===== src/verilog/csg_pkg.sv =====
//----------------------------------------------------------------------
// Purpose: Constants and types of the clock and frame sync unit
// Assumes: 10 MHz register clock, pins sampled through synchronisers
// Notes:   Register offsets are word indices
//----------------------------------------------------------------------
package csg_pkg;

   //------------------------------------------------
   // Register map
   //------------------------------------------------
   localparam int ADDR_W = 4;
   localparam int DATA_W = 16;
   localparam logic [3:0] ADDR_CTRL = 4'h0;
   localparam logic [3:0] ADDR_REFSEL = 4'h1;
   localparam logic [3:0] ADDR_ALIGN = 4'h2;
   localparam logic [3:0] ADDR_STATUS = 4'h3;

   // Control register fields
   localparam int CTRL_SCLK_MASK = 0;
   localparam int CTRL_CLK4_MASK = 1;
   localparam int CTRL_OSC32_MASK = 2;
   localparam int CTRL_SYNC_WIDE = 3;
   localparam int CTRL_CONTROL_COMM_INTERFACE_USED = 4;
   localparam int CTRL_OWN_OSC = 5;
   localparam logic [5:0] CTRL_RESET = 6'h00;

   // Reference select field lies in bits 6:5
   localparam int REFSEL_LO = 5;
   localparam int REFSEL_HI = 6;
   localparam logic [1:0] REFSEL_RESET = 2'h0;
   localparam int ALIGN_W = 10;
   localparam logic [9:0] ALIGN_RESET = 10'h000;

   //------------------------------------------------
   // Clock ratios and timing
   //------------------------------------------------
   localparam int DIV_OP32 = 4;
   localparam int DIV_XO16 = 2;
   localparam int DIV_SYSIN = 2;
   localparam int FRAME_NS = 125000;
   localparam int SCLK_PERIOD_NS = 122;
   localparam int FRAME_SCLKS = 1024;
   localparam int CASCADE_NS = 488;
   localparam int CASCADE_SCLKS = (CASCADE_NS + SCLK_PERIOD_NS - 1) /
                                  SCLK_PERIOD_NS;
   localparam int MFRAME_FRAMES = 32;
   localparam int XO_PER_REF = 8;
   localparam int OP_PER_REF = 16;

   //------------------------------------------------
   // Pin input indices
   //------------------------------------------------
   localparam int PIN_OP32 = 0;
   localparam int PIN_XO16 = 1;
   localparam int PIN_SYSIN = 2;
   localparam int PIN_REF_FAR = 3;
   localparam int PIN_REF_NEAR = 4;
   localparam int PIN_REF_EXT = 5;
   localparam int PIN_FSYNC = 6;
   localparam int PIN_CSYNC = 7;
   localparam int PIN_FAR_FSP = 8;
   localparam int PIN_NEAR_FSP = 9;
   localparam int PIN_SRC_SEL = 10;
   localparam int NPINS = 11;

   typedef struct packed {
      logic own_osc;
      logic control_comm_interface_used;
      logic sync_wide;
      logic osc32_mask;
      logic clk4_mask;
      logic sclk_mask;
   } csg_ctrl_t;

   typedef struct packed {
      logic up;
      logic dn;
   } csg_tune_t;

   typedef enum logic [2:0] {
      FR_FREE = 3'b001,
      FR_EXT = 3'b010,
      FR_CASCADE = 3'b100
   } csg_frame_src_t;

endpackage


===== src/verilog/csg_clock_sync.sv =====
//----------------------------------------------------------------------
// Purpose: System clock division, frame and cascade sync, ref compare
// Assumes: Clock and sync pins sampled at the register clock
// Notes:   Sync pins are active low and idle high when left open
//----------------------------------------------------------------------
// What this block does
// RULE1: Select high: system clock out is operating clock / 4.
// RULE2: Select low: system clock out is crystal clock / 2.
// RULE3: System clock out runs at 8.192 MHz, maskable.
// RULE4: Quarter clock out is system clock in / 2, maskable.
// RULE5: Maskable control output for the 32.768 MHz oscillator.
// RULE6: Far side supplies the 8.192 MHz system clock input.
// RULE7: Sync in plus offsets set frame and multiframe phase.
// RULE8: No control interface: sync in period 125 us multiple.
// RULE9: Control interface: sync in period 4 ms multiple.
// RULE10: Unused sync in is open or high, treated inactive.
// RULE11: Sync out every 125 us, one or two periods wide.
// RULE12: No sync in, no control interface: sync out is reference.
// RULE13: Own oscillator: cascade sync out 488 ns every 125 us.
// RULE14: Cascade sync out also aligns external control devices.
// RULE15: Borrowed oscillator: align to cascade sync in.
// RULE16: Reference select: 00 far, 01 near, 1x external.
// RULE17: Compare reference with crystal clock, drive its control.
// RULE18: Far frame sync pulse used only when select bit 5 is 0.
// RULE19: Near frame sync pulse used only when select bit 5 is 1.
// RULE20: Dividers and sync generators reset to fixed phase; masks hold low.
`timescale 1ns/100ps
module csg_clock_sync #(
   parameter int FRAME_SCLKS = csg_pkg::FRAME_SCLKS,
   parameter int MFRAME_FRAMES = csg_pkg::MFRAME_FRAMES
) (
   // Clock, reset, enable
   input wire logic i_mclk,
   input wire logic i_rstn,
   input wire logic i_ce,
   // Register port
   input wire logic [csg_pkg::ADDR_W-1:0] i_addr,
   input wire logic [csg_pkg::DATA_W-1:0] i_wdata,
   input wire logic i_wr,
   input wire logic i_rd,
   output logic [csg_pkg::DATA_W-1:0] o_rdata,
   // Clock pins
   input wire logic i_clk_source_select,
   input wire logic i_operating_clock_32m,
   input wire logic i_crystal_osc_clock,
   input wire logic i_system_clock_in,
   input wire logic i_far_reference_clock,
   input wire logic i_near_reference_clock,
   input wire logic i_external_reference_clock,
   // Sync pins, active low
   input wire logic i_frame_sync_in_n,
   input wire logic i_cascade_sync_in_n,
   input wire logic i_far_frame_sync_pulse_n,
   input wire logic i_near_frame_sync_pulse_n,
   // Clock outputs
   output logic o_system_clock_out,
   output logic o_quarter_clock_out,
   output csg_pkg::csg_tune_t o_osc32_control_out,
   output csg_pkg::csg_tune_t o_crystal_osc_control_out,
   // Sync outputs
   output logic o_frame_sync_out_n,
   output logic o_cascade_sync_out_n,
   output logic o_frame_mark,
   output logic o_multiframe_mark,
   output logic o_rx_frame_mark
);
   localparam int FW = $clog2(FRAME_SCLKS);
   localparam int MW = $clog2(MFRAME_FRAMES);
   localparam int NP = csg_pkg::NPINS;
   localparam logic [FW-1:0] FRAME_LAST = FW'(FRAME_SCLKS - 1);
   localparam logic [MW-1:0] MF_LAST = MW'(MFRAME_FRAMES - 1);
   localparam logic [FW-1:0] CSC_LEN = FW'(csg_pkg::CASCADE_SCLKS);
   localparam logic [4:0] XO_NOM = 5'(csg_pkg::XO_PER_REF);
   localparam logic [4:0] OP_NOM = 5'(csg_pkg::OP_PER_REF);

   // Edge count against nominal: fewer means oscillator too slow
   function automatic csg_pkg::csg_tune_t tune(input logic [4:0] n,
                                               input logic [4:0] nom);
      csg_pkg::csg_tune_t t;
      t.up = n < nom;
      t.dn = n > nom;
      return t;
   endfunction

   //------------------------------------------------
   // Pin synchronisers
   //------------------------------------------------
   logic [NP-1:0] pins;
   logic [NP-1:0] meta_r;
   logic [NP-1:0] sync_r;
   logic [NP-1:0] prev_r;
   logic [NP-1:0] rise;
   logic [NP-1:0] fall;

   assign pins = {i_clk_source_select, i_near_frame_sync_pulse_n,
                  i_far_frame_sync_pulse_n, i_cascade_sync_in_n,
                  i_frame_sync_in_n, i_external_reference_clock,
                  i_near_reference_clock, i_far_reference_clock,
                  i_system_clock_in, i_crystal_osc_clock,
                  i_operating_clock_32m};
   assign rise = sync_r & ~prev_r;
   assign fall = ~sync_r & prev_r;

   // RULE10: idle high is inactive
   always_ff @(posedge i_mclk or negedge i_rstn) begin
      if (!i_rstn) begin
         meta_r <= {NP{1'b1}};
         sync_r <= {NP{1'b1}};
         prev_r <= {NP{1'b1}};
      end else if (i_ce) begin
         meta_r <= pins;
         sync_r <= meta_r;
         prev_r <= sync_r;
      end
   end

   //------------------------------------------------
   // Registers
   //------------------------------------------------
   csg_pkg::csg_ctrl_t ctrl_r;
   logic [1:0] refsel_r;
   logic [csg_pkg::ALIGN_W-1:0] align_r;
   logic [csg_pkg::DATA_W-1:0] rdata_nxt;
   logic [csg_pkg::DATA_W-1:0] status;
   logic [MW-1:0] mf_cnt_r;
   csg_pkg::csg_frame_src_t src;
   csg_pkg::csg_tune_t xo_tune_r;
   csg_pkg::csg_tune_t op_tune_r;

   always_ff @(posedge i_mclk or negedge i_rstn) begin
      if (!i_rstn) begin
         ctrl_r <= csg_pkg::CTRL_RESET;
         refsel_r <= csg_pkg::REFSEL_RESET;
         align_r <= csg_pkg::ALIGN_RESET;
      end else if (i_ce && i_wr) begin
         if (i_addr == csg_pkg::ADDR_CTRL) begin
            ctrl_r <= i_wdata[5:0];
         end else if (i_addr == csg_pkg::ADDR_REFSEL) begin
            refsel_r <= i_wdata[csg_pkg::REFSEL_HI:csg_pkg::REFSEL_LO];
         end else if (i_addr == csg_pkg::ADDR_ALIGN) begin
            align_r <= i_wdata[csg_pkg::ALIGN_W-1:0];
         end
      end
   end

   assign status = {3'h0, 5'(mf_cnt_r), op_tune_r, xo_tune_r,
                    sync_r[csg_pkg::PIN_SRC_SEL], src};
   assign rdata_nxt =
      (i_addr == csg_pkg::ADDR_CTRL) ? {10'h000, ctrl_r} :
      (i_addr == csg_pkg::ADDR_REFSEL) ? {9'h000, refsel_r, 5'h00} :
      (i_addr == csg_pkg::ADDR_ALIGN) ? {6'h00, align_r} :
      (i_addr == csg_pkg::ADDR_STATUS) ? status : 16'h0000;

   always_ff @(posedge i_mclk or negedge i_rstn) begin
      if (!i_rstn) begin
         o_rdata <= 16'h0000;
      end else if (i_ce) begin
         o_rdata <= i_rd ? rdata_nxt : 16'h0000;
      end
   end

   //------------------------------------------------
   // Clock dividers
   //------------------------------------------------
   logic op_clk;
   logic op_rise;
   logic xo_clk;
   logic xo_rise;
   logic q_clk;
   logic sclk;
   logic sclk_rise;

   // RULE1: operating clock over four
   csg_edge_div #(.DIV(csg_pkg::DIV_OP32)) u_div_op (
      .i_mclk(i_mclk), .i_rstn(i_rstn), .i_ce(i_ce),
      .i_edge(rise[csg_pkg::PIN_OP32]),
      .o_clk(op_clk), .o_rise(op_rise));

   // RULE2: crystal clock over two
   csg_edge_div #(.DIV(csg_pkg::DIV_XO16)) u_div_xo (
      .i_mclk(i_mclk), .i_rstn(i_rstn), .i_ce(i_ce),
      .i_edge(rise[csg_pkg::PIN_XO16]),
      .o_clk(xo_clk), .o_rise(xo_rise));

   // RULE4: system clock in over two
   csg_edge_div #(.DIV(csg_pkg::DIV_SYSIN)) u_div_q (
      .i_mclk(i_mclk), .i_rstn(i_rstn), .i_ce(i_ce),
      .i_edge(rise[csg_pkg::PIN_SYSIN]),
      .o_clk(q_clk), .o_rise());

   // RULE3: source select picks the 8.192 MHz source
   assign sclk = sync_r[csg_pkg::PIN_SRC_SEL] ? op_clk : xo_clk;
   assign sclk_rise = sync_r[csg_pkg::PIN_SRC_SEL] ? op_rise : xo_rise;

   // RULE20: masked clocks hold low
   always_ff @(posedge i_mclk or negedge i_rstn) begin
      if (!i_rstn) begin
         o_system_clock_out <= 1'b0;
         o_quarter_clock_out <= 1'b0;
      end else if (i_ce) begin
         o_system_clock_out <= sclk && !ctrl_r.sclk_mask;
         o_quarter_clock_out <= q_clk && !ctrl_r.clk4_mask;
      end
   end

   //------------------------------------------------
   // Frame timing
   //------------------------------------------------
   logic [FW-1:0] frm_cnt_r;
   logic ext_sync;
   logic csc_sync;
   logic resync;
   logic frame_wrap;
   logic ext_seen_r;

   // RULE15: borrowed oscillator follows cascade sync in
   assign csc_sync = !ctrl_r.own_osc && fall[csg_pkg::PIN_CSYNC];
   // RULE7: sync input fixes frame phase
   assign ext_sync = fall[csg_pkg::PIN_FSYNC];
   assign resync = ext_sync || csc_sync;
   assign frame_wrap = sclk_rise && (frm_cnt_r == FRAME_LAST);
   // RULE12: free-running frame is the reference with own oscillator, no sync in seen and no control interface
   assign src = csc_sync || (!ctrl_r.own_osc && !ext_seen_r) ?
                csg_pkg::FR_CASCADE :
                (ext_seen_r || ctrl_r.control_comm_interface_used) ? csg_pkg::FR_EXT :
                csg_pkg::FR_FREE;

   // RULE20: frame counters start at zero
   always_ff @(posedge i_mclk or negedge i_rstn) begin
      if (!i_rstn) begin
         frm_cnt_r <= '0;
         mf_cnt_r <= '0;
         ext_seen_r <= 1'b0;
      end else if (i_ce) begin
         ext_seen_r <= ext_seen_r || ext_sync;
         if (resync) begin
            frm_cnt_r <= '0;
            // RULE9: multiframe realigns on sync in; on cascade sync in only with control interface
            if (ctrl_r.control_comm_interface_used || ext_sync) begin
               mf_cnt_r <= '0;
            end
         end else if (sclk_rise) begin
            frm_cnt_r <= frm_cnt_r + 1'b1;
            if (frame_wrap) begin
               mf_cnt_r <= (mf_cnt_r == MF_LAST) ? '0 : mf_cnt_r + 1'b1;
            end
         end
      end
   end

   //------------------------------------------------
   // Sync outputs and alignment marks
   //------------------------------------------------
   logic [FW-1:0] align_pos;
   logic sync_on;
   logic csc_on;
   logic at_align;

   assign align_pos = FW'(align_r);
   // RULE11: one or two periods from frame start
   assign sync_on = (frm_cnt_r == '0) ||
                    (ctrl_r.sync_wide && frm_cnt_r == FW'(1));
   // RULE13: 488 ns as whole system clock periods
   assign csc_on = ctrl_r.own_osc && (frm_cnt_r < CSC_LEN);
   assign at_align = sclk_rise && (frm_cnt_r == align_pos);

   always_ff @(posedge i_mclk or negedge i_rstn) begin
      if (!i_rstn) begin
         o_frame_sync_out_n <= 1'b1;
         o_cascade_sync_out_n <= 1'b1;
         o_frame_mark <= 1'b0;
         o_multiframe_mark <= 1'b0;
      end else if (i_ce) begin
         o_frame_sync_out_n <= !sync_on;
         // RULE14: cascade sync out tracks frame phase
         o_cascade_sync_out_n <= !csc_on;
         // RULE7: offset shifts the frame mark
         o_frame_mark <= at_align;
         o_multiframe_mark <= at_align && (mf_cnt_r == '0) &&
                              ctrl_r.control_comm_interface_used;
      end
   end

   //------------------------------------------------
   // Reference selection and frequency compare
   //------------------------------------------------
   logic ref_rise;
   logic [4:0] xo_cnt_r;
   logic [4:0] op_cnt_r;
   logic rx_fsp;

   // RULE16: 00 far, 01 near, 1x external
   assign ref_rise = refsel_r[1] ? rise[csg_pkg::PIN_REF_EXT] :
                     refsel_r[0] ? rise[csg_pkg::PIN_REF_NEAR] :
                     rise[csg_pkg::PIN_REF_FAR];
   // RULE18: far pulse on bit 5 clear
   // RULE19: near pulse on bit 5 set
   assign rx_fsp = refsel_r[0] ? fall[csg_pkg::PIN_NEAR_FSP] :
                   fall[csg_pkg::PIN_FAR_FSP];

   always_ff @(posedge i_mclk or negedge i_rstn) begin
      if (!i_rstn) begin
         xo_cnt_r <= 5'h00;
         op_cnt_r <= 5'h00;
         xo_tune_r <= 2'h0;
         op_tune_r <= 2'h0;
         o_rx_frame_mark <= 1'b0;
      end else if (i_ce) begin
         o_rx_frame_mark <= rx_fsp;
         if (ref_rise) begin
            // RULE17: crystal edges per reference period
            xo_tune_r <= tune(xo_cnt_r, XO_NOM);
            op_tune_r <= tune(op_cnt_r, OP_NOM);
            xo_cnt_r <= 5'(rise[csg_pkg::PIN_XO16]);
            op_cnt_r <= 5'(rise[csg_pkg::PIN_OP32]);
         end else begin
            if (rise[csg_pkg::PIN_XO16] && xo_cnt_r != 5'h1F) begin
               xo_cnt_r <= xo_cnt_r + 5'h01;
            end
            if (rise[csg_pkg::PIN_OP32] && op_cnt_r != 5'h1F) begin
               op_cnt_r <= op_cnt_r + 5'h01;
            end
         end
      end
   end

   always_ff @(posedge i_mclk or negedge i_rstn) begin
      if (!i_rstn) begin
         o_crystal_osc_control_out <= 2'h0;
         o_osc32_control_out <= 2'h0;
      end else if (i_ce) begin
         o_crystal_osc_control_out <= xo_tune_r;
         // RULE5: masked control holds neutral
         o_osc32_control_out <= ctrl_r.osc32_mask ? 2'h0 : op_tune_r;
      end
   end
endmodule


===== src/verilog/csg_edge_div.sv =====
//----------------------------------------------------------------------
// Purpose: Divides a stream of input edge pulses into a square wave
// Assumes: i_edge is a one-cycle pulse on the register clock
// Notes:   Output starts low after reset; o_rise marks each rising edge
//----------------------------------------------------------------------
`timescale 1ns/100ps
module csg_edge_div #(
   parameter int DIV = 4
) (
   // Clock and reset
   input wire logic i_mclk,
   input wire logic i_rstn,
   input wire logic i_ce,
   // Edge stream
   input wire logic i_edge,
   // Divided clock
   output logic o_clk,
   output logic o_rise
);
   localparam int CW = $clog2(DIV) + 1;
   localparam logic [CW-1:0] HALF = CW'(DIV / 2 - 1);

   logic [CW-1:0] cnt_r;
   logic wrap;

   assign wrap = i_edge && (cnt_r == HALF);

   // RULE20: defined phase
   always_ff @(posedge i_mclk or negedge i_rstn) begin
      if (!i_rstn) begin
         cnt_r <= '0;
         o_clk <= 1'b0;
         o_rise <= 1'b0;
      end else if (i_ce) begin
         cnt_r <= wrap ? '0 : (i_edge ? cnt_r + 1'b1 : cnt_r);
         o_clk <= wrap ? ~o_clk : o_clk;
         o_rise <= wrap && !o_clk;
      end
   end
endmodule


===== config.mk =====
export PLATFORM = sky130hd
export DESIGN_NAME = csg_clock_sync
export DESIGN_NICKNAME = d
export VERILOG_FILES = /design/src/verilog/csg_pkg.sv /design/src/verilog/csg_clock_sync.sv /design/src/verilog/csg_edge_div.sv
export SDC_FILE = /design/constraint.sdc
export NUM_CORES = 1
export LEC_CHECK = 0
export BUFFER_PORTS_ARGS = -buffer_cell sky130_fd_sc_hd__buf_2
export CORE_ASPECT_RATIO = 1.25
export CORE_MARGIN = 2
export CORE_UTILIZATION = 45
export DETAILED_ROUTE_END_ITERATION = 10
export HOLD_SLACK_MARGIN = 0.06
export SYNTH_ARGS = -nofsm -noshare
export SYNTH_HDL_FRONTEND = slang
export SYNTH_HIERARCHICAL = 1
export SYNTH_SLANG_ARGS = --single-unit

===== constraint.sdc =====
create_clock -name i_mclk -period 5.75 [get_ports i_mclk]
set_clock_uncertainty 0.05 [all_clocks]
set_input_delay 0.575 -clock i_mclk [delete_from_list [all_inputs] [get_ports i_mclk]]
set_output_delay 0.575 -clock i_mclk [all_outputs]
set_load 0.1 [all_outputs]

Yosys cells after proc, flatten, opt, wreduce, memory -nomap -nowiden. Cells that the tools add are included.

Add/sub/neg operators: 7. $lt $le $gt $ge: 5. Eq/ne operators: 11. Muxes and demuxes: 30. Bitwise gates (word level): 9. Reduce and logical (&&, ||, !) cells: 58.

Operators by type and width (number): $mux 13 (5); $mux 5 (9); $reduce_and 2->1 (11); $mux 10 (2); $logic_and 1x1->1 (18); $add 5x1->5 const B (3); $reduce_bool 2->1 (7); $mux 2 (6); $add 10x1->10 const B (1); $and 10x10->10 (1); $eq 10x1->1 const B (1); $eq 10x10->1 (1); $eq 10x10->1 const B (1); $logic_not 10->1 (1); $lt 10x3->1 const B (1); $ne 5x5->1 const B (2); $not 10->10 (1); $mux 3 (3); $eq 4x2->1 const B (2); $logic_not 1->1 (8); $reduce_and 4->1 (2); $and 6x6->6 (1); $logic_or 1x1->1 (6); $not 6->6 (1); 16 further kinds (26).

Flip-flop bits (word level): 119. Input port bits: 36. Output and inout bits: 27. Logic and storage cells: 160.

Logic depth before layout (Yosys ltp). Gate-level depths: netlist (run 1).

Word-level depth: 10. Depth in mapped cells: 7. Mapped depth without buffers: 7.

Modules after synthesis. The synthesis (run 1) kept the hierarchy.

By module, submodules not included: csg_clock_sync (times used 1, cells an instance 421, area each 5064.9 sq um, seq. area each 2645.0 sq um); csg_edge_div (u_div_q ...) (times used 2, cells an instance 15, area each 183.9 sq um, seq. area each 100.1 sq um); csg_edge_div (u_div_op) (times used 1, cells an instance 22, area each 260.2 sq um, seq. area each 125.1 sq um).

Worst setup path before layout (run 1). OpenSTA, ideal clock, no wires.

Path kind: input to register. Start point: input port i_addr[1] in the netlist's numbering. End point: register ctrl_r[0] in the netlist's numbering. Library setup time: 0.125 ns. Arrival time: 1.658 ns. Data required time: 5.575 ns. Setup slack: 3.917 ns. Stages on the path: 5. Buffers on the path: 2. Cells stage by stage: buf_2 nor4_1 nor2b_1 buf_2 mux2_2.

Word-level cells in the longest chain between the ends: 2.

RTL lines: start, declared (RTL line csg_clock_sync.sv:37) `input wire logic [csg_pkg::ADDR_W-1:0] i_addr,`; $logic_not 4->1 (RTL line csg_clock_sync.sv:136) `if (i_addr == csg_pkg::ADDR_CTRL) begin`; $reduce_and 2->1 (no line); end signal, assigned (RTL line csg_clock_sync.sv:132) `ctrl_r <= csg_pkg::CTRL_RESET;`; end signal, assigned (RTL line csg_clock_sync.sv:137) `ctrl_r <= i_wdata[5:0];`; end, declared (RTL line csg_clock_sync.sv:120) `csg_pkg::csg_ctrl_t ctrl_r;`.

No other way between the ends. A chain may end at the register's enable or synchronous reset.

Final worst setup path (run 1).
Start point: register prev_r[6]. End point: register frm_cnt_r[7].

Word-level cells in the longest chain between the ends: 4. Elaborated cells on any way between the ends: 5. Those cells by class: 1 x mux; 1 x bitwise; 3 x reduce/logical.

RTL lines: start, declared (RTL line csg_clock_sync.sv:91) `logic [NP-1:0] prev_r;`; start signal, assigned (RTL line csg_clock_sync.sv:109) `prev_r <= {NP{1'b1}};`; start signal, assigned (RTL line csg_clock_sync.sv:113) `prev_r <= sync_r;`; $and 10x10->10 (*) (RTL line csg_clock_sync.sv:102) `assign fall = ~sync_r & prev_r;`; $logic_or 1x1->1 (*) (RTL line csg_clock_sync.sv:220) `assign resync = ext_sync || csc_sync;`; $reduce_bool 2->1 (no line); $reduce_and 2->1 (no line); end signal, assigned (RTL line csg_clock_sync.sv:243) `frm_cnt_r <= frm_cnt_r + 1'b1;`; end, declared (RTL line csg_clock_sync.sv:209) `logic [FW-1:0] frm_cnt_r;`.

Every way passes the cells marked *; elsewhere a longest branch is shown, timed or not.

==> results.yml, run 1 <==
sta:
  period_needed_ps: 2320
  post-route-period-util: 0.404
  max_slew_margin: 0.335
  fin_setup_tns_ps: 0
  worst_pin_slew_ps: 998
  rsz0062_at_grt: "false"
  setup_slack_ps: 3430
  drv_slew: 0
  final_hold_viol_count: 0
  setup_viol: 0
  fmax_mhz: 430
floorplanning:
  rows: 45
  core-area_mm2: 0.0122
  dieArea_mm2: 0.0135
  die_w_um: 104
  start_util: 0.463
  io_pins: 63
  die-height_um: 129
clocking:
  root_buffer: "clkbuf_16"
  cts_resized: 0
  clock_sinks: 116
  cts_tree: "yes"
  cts_hold_buf: 0
  cts_max_path_buffers: 2
  cts.clk_slew.worst_paths_ps: 60
  clkLatencyLatePin_ps: 410
  postCtsSetupBuffers: 0
  htreeDepth: 4
  cts_buffers: 17
detailed_routing:
  num_vias: 3839
  met1Wirelength_mm: 5.05
  drt_iter0_drc: 113
  drt_drc_violations_left: 0
  wirelength_mm: 11.6
  wire_per_inst_um: 16.5
  wl_met3_um: 449
  drtPass1Iterations: 4
  routed_via_density: 5.47
  ant_nets: 0
  dr.max_layer_used: "met4"
  wl_met2_mm: 5.84
worst_setup_path:
  r2r_start: "prev_r[6]"
  critPathArrivalTime_ps: 2600
  reg2reg_depth: 4
  path_buf_inv: 0
  reg2reg_to: "frm_cnt_r[7]"
  r2r_slack_ps: 3430
  slowest_stage: "nor2b_1"
  cp_cell_sequence: "nor2b_1 > o31ai_2 > or4_1 > a21oi_1"
  path_class: "reg2reg"
  crit_path_end_kind: "flip-flop"
  setup.worst_path.start_class: "flip-flop"
  cp.required_ps: 6030
  path_delay_family: "simple AND/OR/NAND/NOR gates"
  critPathMaxFanout: 16
  cp_slowest_stage_delay_ps: 630
final_layout:
  fin_nets: 577
  antenna_cells: 0
  drive_gt1_frac: 0.359
  regArea_mm2: 0.00295
  multi_input_area_mm2: 0.00249
  syn2layout_area_growth_pct: 17.7
  n_fill_cell: 1074
run:
  maxCapViolCount: 0
placed_design:
  gp_congestion: 0.816
  place_worst_setup_slack_ps: 3070
  hpwl_mm: 8.04
  place.port_buffers: 53
synthesis:
  syn_inst: 470
  yosysWarnings: 6
  syn_area_mm2: 0.00566
  avgSynthCellArea_um2: 12.0
global_route:
  gr-total-overflow: 0
  grt_pass1_wl_mm: 19.6
  grt_pass1_vias: 3910
  grt_usage: 0.185
  grt_antenna_before_repair: 1
  grt_max_degree: 81
hold_path:
  hold_path.class: "in2async"
outcome:
  status: "complete, no violations"
pwr:
  vdd_drop_max_mv: 0.225
  p_per_area_mw_per_mm2: 434
  power.leakage_nw: 2.96
## report_power, final
group / switching (mW) / internal, mW / total, mW
logic: 0.382 / 0.239 / 0.621
registers: 0.145 / 0.992 / 1.14
clock network: 0.355 / 0.775 / 1.13
## routing by layer
metal  vias up  global-route usage
met2        74               0.305
met5         -                   0
met1      1938               0.232
met4         0              0.0890
met3        19              0.0448
li1       1808                   -
## flip-flops by register name (all words and copies together) (netlist names), 3 cells and up
name and flops:
align_pos 10, ctrl_r 6, frm_cnt_r 10, meta_r 11, mf_cnt_r 5, o_rdata 13
op_cnt_r 5, prev_r 10, sync_r 11, u_div_op/cnt_r 3, xo_cnt_r 5
## worst register-to-register path: cells and delay by family, from the launching register on
| kind | cells | cell delay [ps] |
|---|---|---|
| flops | 1 | 520 |
| simple gates | 2 | 1180 |
| compound gates | 2 | 500 |
## area by class of cell
cell class	count	share of cell area
clock buffers	21	0.0676
multi-input cells	307	0.374
repair buffers	55	0.0425
well taps	164	0.0308
inverters	28	0.0158
clock inverters	11	0.0274
flip-flops and latches	116	0.442
## cell usage in the layout, fill, tap and decap left out, types with 14 or more instances in the layout
cell type / n
dfstp_2: 34
nor2_1: 25
dfrtp_1: 82
a21oi_1: 14
buf_2: 52
ha_1: 16
mux2_2: 54
mux2i_1: 14
nand2_1: 26
inv_1: 28
clkbuf_16: 17
xnor2_1: 16
## stage by stage
stage	hold slack, ps	total power, mW	util	std cells	instance area (um^2)
global placement	409	1.75	0.493	670	6030
global route	95.3	3.04	0.545	702	6660
detailed placement	418	1.77	0.493	670	6030
floorplan	229	1.62	-	472	5670
CTS	73.8	2.92	0.545	702	6660
finish	64.2	2.89	0.545	702	6660
## worst max path at each step
stage | startpoint | to | slack, ps | cells past startpoint
finish | prev_r[6] | frm_cnt_r[7] | 3430 | 4
CTS | prev_r[6] | frm_cnt_r[7] | 3460 | 4
global route | prev_r[6] | frm_cnt_r[7] | 3260 | 4
global placement | i_ce | frm_cnt_r[7] | 3120 | 5
floorplan | i_addr[1] | ctrl_r[0] | 3920 | 5
detailed placement | i_ce | frm_cnt_r[7] | 3070 | 5
Power figures use the tool's default switching activity.
==> run 2, diff against run 1 <==
==> constraint.sdc (replaced) <==
create_clock -name i_mclk -period 2.3 [get_ports i_mclk]
set_clock_uncertainty 0.05 [all_clocks]
set_input_delay 0.23 -clock i_mclk [delete_from_list [all_inputs] [get_ports i_mclk]]
set_output_delay 0.23 -clock i_mclk [all_outputs]
set_load 0.1 [all_outputs]
==> run 2 against run 1 <==
Clock-buffer cell count is 6 higher. Sequential power up 150%. Combinational power rose to 2.6 times the previous value. Clock power is 120% higher. Wire length increased by 7.1%. Global-route usage increased by 1.2 points. Flip-flop and latch count unchanged.
==> results.yml, run 2 (synthesis gave the netlist of run 1 again) <==
detailed_routing:
  num_vias: 3925
  drt_drc_violations_left: 0
  drt_iter0_drc: 146
  wire_per_inst_um: 16.8
  drtPass1Iterations: 4
  ant_nets: 0
  wirelength_mm: 12.4
  routed_via_density: 5.32
final_layout:
  drive_gt1_frac: 0.357
  final_cell_mix: "dfrtp_1, mux2_2, buf_2, dfstp_2, inv_1"
  largest_reg_flops: 13
  top_register: "o_rdata"
  n_fill_cell: 1022
  fin_nets: 614
  multi_input_area_mm2: 0.00249
  layout_commonest_cell: "dfrtp_1"
  final_area_mm2: 0.00694
  antenna_cells: 0
  regArea_mm2: 0.00295
  reg.largest.list: "o_rdata x13, meta_r x11, sync_r x11"
  syn2layout_area_growth_pct: 22.7
placed_design:
  place.port_buffers: 53
  hpwl_mm: 8.68
  gp_congestion: 0.835
  dpl_cell_area_mm2: 0.00616
sta:
  worst_pin_slew_ps: 610
  post-route-period-util: 0.891
  fin_setup_tns_ps: 0
  final_hold_viol_count: 0
  rsz0062_at_grt: "false"
  setup_viol: 0
  fmax_mhz: 488
  max_slew_margin: 0.591
  drv_slew: 0
  period_needed_ps: 2050
clocking:
  root_buffer: "clkbuf_16"
  cts.clk_slew.worst_paths_ps: 50
  htreeDepth: 4
  postCtsSetupBuffers: 0
  cts_tree: "yes"
  cts_hold_buf: 22
  clkLatencyLatePin_ps: 410
  clock_sinks: 116
  cts_buffers: 17
  cts_resized: 0
  cts_max_path_buffers: 2
floorplanning:
  io_pins: 63
  rows: 45
  dieArea_mm2: 0.0135
  die_w_um: 104
  die-height_um: 129
  core-area_mm2: 0.0122
  start_util: 0.463
hold_path:
  worstHoldEndpoint: "refsel_r[1]"
  hold_path.class: "in2reg"
  min_path_cells: 4
  hold_start: "i_addr[1]"
worst_setup_path:
  path_class: "reg2reg"
  cp_slowest_stage_delay_ps: 560
  crit_path_end_kind: "flip-flop"
  r2r_slack_ps: 250
  r2r_start: "sync_r[10]"
  critPathArrivalTime_ps: 2270
  critPathMaxFanout: 8
  setup.worst_path.start_class: "flip-flop"
  reg2reg_to: "frm_cnt_r[3]"
  cp_cell_sequence: "mux2_4 > o31ai_2 > buf_4 > or3_1 > a21oi_1"
  reg2reg_depth: 5
  slowest_stage: "dfstp_2"
  cp.required_ps: 2520
pwr:
  vdd_drop_max_mv: 0.611
  p_per_area_mw_per_mm2: 1010
  power.leakage_nw: 3.11
global_route:
  grt_pass1_vias: 3971
  grt_max_degree: 56
  gr-total-overflow: 0
  grt_antenna_before_repair: 0
  grt_pass1_wl_mm: 20.4
  grt_usage: 0.197
run:
  maxCapViolCount: 0
outcome:
  status: "complete, no violations"
run 2: cell types whose count changed in the layout (fill, tap and decap cells not counted), sizes merged:
| cell | delta |
|---|---|
| clkinv | -2 |
| clkinvlp | -1 |
| bufinv | -4 |
| buf | +15 |
| clkbuf | +6 |
| dlygate4sd3 | +22 |
run 2: layout make-up:
cell class,count,share of cell area
repair buffers,92,0.0923
clock inverters,4,0.00649
inverters,28,0.0151
clock buffers,27,0.0739
multi-input cells,307,0.358
flip-flops and latches,116,0.424
well taps,164,0.0296
run 2: power by group:
group | internal (mW) | switching, mW | total [mW]
sequential | 2.48 | 0.363 | 2.84
clock | 1.62 | 0.875 | 2.49
combinational | 0.657 | 0.985 | 1.64
run 2: routing by layer:
layer,vias to the layer above,global-route usage,part of all wire
li1,1873,-,-
met1,1965,0.231,0.43
met2,67,0.340,0.51
met3,20,0.0614,0.034
met4,0,0.0771,0.023
met5,-,0,0
run 2: metrics by stage:
step | util | hold WS, ps | total power, mW | instances | worst slack (ps)
after floorplan | - | -116 | 4.04 | 472 | 488
after global placement | 0.505 | 183 | 4.41 | 685 | 280
after detailed placement | 0.505 | 193 | 4.50 | 685 | 243
after CTS | 0.568 | 223 | 7.07 | 738 | 234
after global routing | 0.568 | 248 | 7.35 | 738 | 163
final | 0.568 | 239 | 6.98 | 738 | 250
run 2: worst max-delay path, delay by kind of cell (launching register included):
kind                   cells  cell delay, ps
AO/OA/AOI/OAI              2             590
flip-flops                 1             560
multiplexers               1             350
buffers and inverters      1             240
AND/OR/NAND/NOR            1             110
run 2: worst max path at each step:
stage,startpoint,to,slack (ps),depth (start not counted)
floorplan,op_cnt_r[0],op_cnt_r[3],490,7
global placement,sync_r[10],frm_cnt_r[8],280,5
detailed placement,sync_r[10],frm_cnt_r[4],240,5
CTS,sync_r[10],frm_cnt_r[3],230,5
global route,sync_r[10],frm_cnt_r[7],160,5
finish,sync_r[10],frm_cnt_r[3],250,5
==> run 3, diff against run 2 <==
--- a/config.mk
+++ b/config.mk
@@ -5,6 +5,7 @@
 export SDC_FILE = /design/constraint.sdc
 export NUM_CORES = 1
 export LEC_CHECK = 0
+export ABC_AREA = 1
 export BUFFER_PORTS_ARGS = -buffer_cell sky130_fd_sc_hd__buf_2
 export CORE_ASPECT_RATIO = 1.25
 export CORE_MARGIN = 2
==> constraint.sdc (replaced) <==
create_clock -name i_mclk -period 2.6 [get_ports i_mclk]
set_clock_uncertainty 0.05 [all_clocks]
set_input_delay 0.26 -clock i_mclk [delete_from_list [all_inputs] [get_ports i_mclk]]
set_output_delay 0.26 -clock i_mclk [all_outputs]
set_load 0.1 [all_outputs]
==> run 3 against run 2 <==
Combinational power is 10% lower. Clock-buffer cell count is 4 lower. Final cell count is 35% higher.
==> results.yml, run 3 <==
outcome:
  status: "complete, no violations"
worst_setup_path:
  crit_path_end_kind: "flip-flop"
  path_delay_family: "simple AND/OR/NAND/NOR gates"
  cp_cell_sequence: "inv_1 > o21ai_1 > nand3_1 > nand2_1 > o21ai_0"
  cp.required_ps: 2840
  path_class: "reg2reg"
  setup.worst_path.start_class: "flip-flop"
  critPathMaxFanout: 14
  slowest_stage: "dfstp_2"
  path_buf_inv: 1
  cp_slowest_stage_delay_ps: 510
  critPathArrivalTime_ps: 2090
clocking:
  htreeDepth: 4
  clock_sinks: 116
  clkLatencyLatePin_ps: 420
  cts_buffers: 17
  cts_tree: "yes"
  cts_hold_buf: 14
  root_buffer: "clkbuf_16"
  cts.clk_slew.worst_paths_ps: 60
  postCtsSetupBuffers: 0
  cts_max_path_buffers: 2
  cts_resized: 0
detailed_routing:
  drt_drc_violations_left: 0
  drtPass1Iterations: 5
  wirelength_mm: 14.0
  num_vias: 4955
  drt_iter0_drc: 250
  ant_nets: 0
  wire_per_inst_um: 14.0
  routed_via_density: 4.98
sta:
  worst_pin_slew_ps: 587
  max_slew_margin: 0.608
  final_hold_viol_count: 0
  post-route-period-util: 0.710
  setup_viol: 0
  period_needed_ps: 1850
  rsz0062_at_grt: "false"
  fmax_mhz: 541
  fin_setup_tns_ps: 0
  drv_slew: 0
final_layout:
  fin_nets: 865
  final_area_mm2: 0.00699
  top_register: "o_rdata"
  final_cell_mix: "nand2_1, inv_1, dfrtp_1, nand3_1"
  syn2layout_area_growth_pct: 20.3
  layout_commonest_cell: "nand2_1"
  antenna_cells: 0
  drive_gt1_frac: 0.171
  largest_reg_flops: 13
  reg.largest.list: "o_rdata x13, meta_r x11, sync_r x11"
floorplanning:
  start_util: 0.458
  dieArea_mm2: 0.0138
  die-height_um: 131
  die_w_um: 106
  rows: 46
  core-area_mm2: 0.0127
  io_pins: 63
run:
  maxCapViolCount: 0
global_route:
  gr-total-overflow: 0
  grt_pass1_wl_mm: 23.4
  grt_max_degree: 62
  grt_antenna_before_repair: 0
  grt_usage: 0.218
  grt_pass1_vias: 4906
pwr:
  power.leakage_nw: 3.62
  p_per_area_mw_per_mm2: 909
  vdd_drop_max_mv: 0.507
  power_mw: 6.35
synthesis:
  syn_inst: 742
  yosysWarnings: 6
  avgSynthCellArea_um2: 7.82
  syn_area_mm2: 0.00580
placed_design:
  hpwl_mm: 9.90
  gp_congestion: 0.870
  dpl_cell_area_mm2: 0.00623
  place.port_buffers: 53
hold_path:
  hold_path.class: "in2reg"
==> run 3: path summary, 6_finish.rpt <==
path | from | to | slack (ps) | cells past startpoint
min | i_wdata[2] | align_pos[2] | 70 | 3
max reg2reg | sync_r[5] | xo_cnt_r[1] | 750 | 5
max in group asynchronous | i_rstn | meta_r[0] | 1690 | 3
min reg2reg | meta_r[5] | meta_r[5] | 410 | 2
max | sync_r[5] | xo_cnt_r[1] | 750 | 5
min in group asynchronous | i_rstn | align_pos[7] | 190 | 2
==> run 3: worst register-to-register path, stage by stage (launching register included) <==
cell and delay, ps:
dfstp_2 510, inv_1 50, o21ai_1 300, nand3_1 460
nand2_1 250, o21ai_0 110
==> run 3: metrics by stage <==
step                hold slack (ps)  instances   util  worst slack, ps
global placement               71.1        948  0.492              761
floorplan                     -85.6        744      -             1070
detailed placement             73.8        948  0.492              728
finish                         71.7        994  0.552              753
global route                   72.3        994  0.552              577
CTS                            61.9        994  0.552              722
==> run 3: layout make-up <==
type / instances / area (um^2)
sequential: 116 / 2950
clock inverter: 9 / 125
inverter: 94 / 353
timing repair buffer: 72 / 470
fill: 1212 / 5680
tap: 168 / 210
clock buffer: 23 / 488
multi-input combinational: 512 / 2390
==> run 3: power breakdown <==
group	total (mW)	internal, mW	switching (mW)
Combinational	1.47	0.435	1.03
Sequential	2.48	2.18	0.299
Clock	2.40	1.60	0.804
==> run 3: metal layers <==
metal	routed length (um)	GRT usage	vias up	part of all wire
met3	531	0.0546	27	0.038
li1	-	-	2468	-
met2	6930	0.370	110	0.50
met4	324	0.0944	0	0.023
met1	6170	0.264	2350	0.44
met5	0	0	-	0
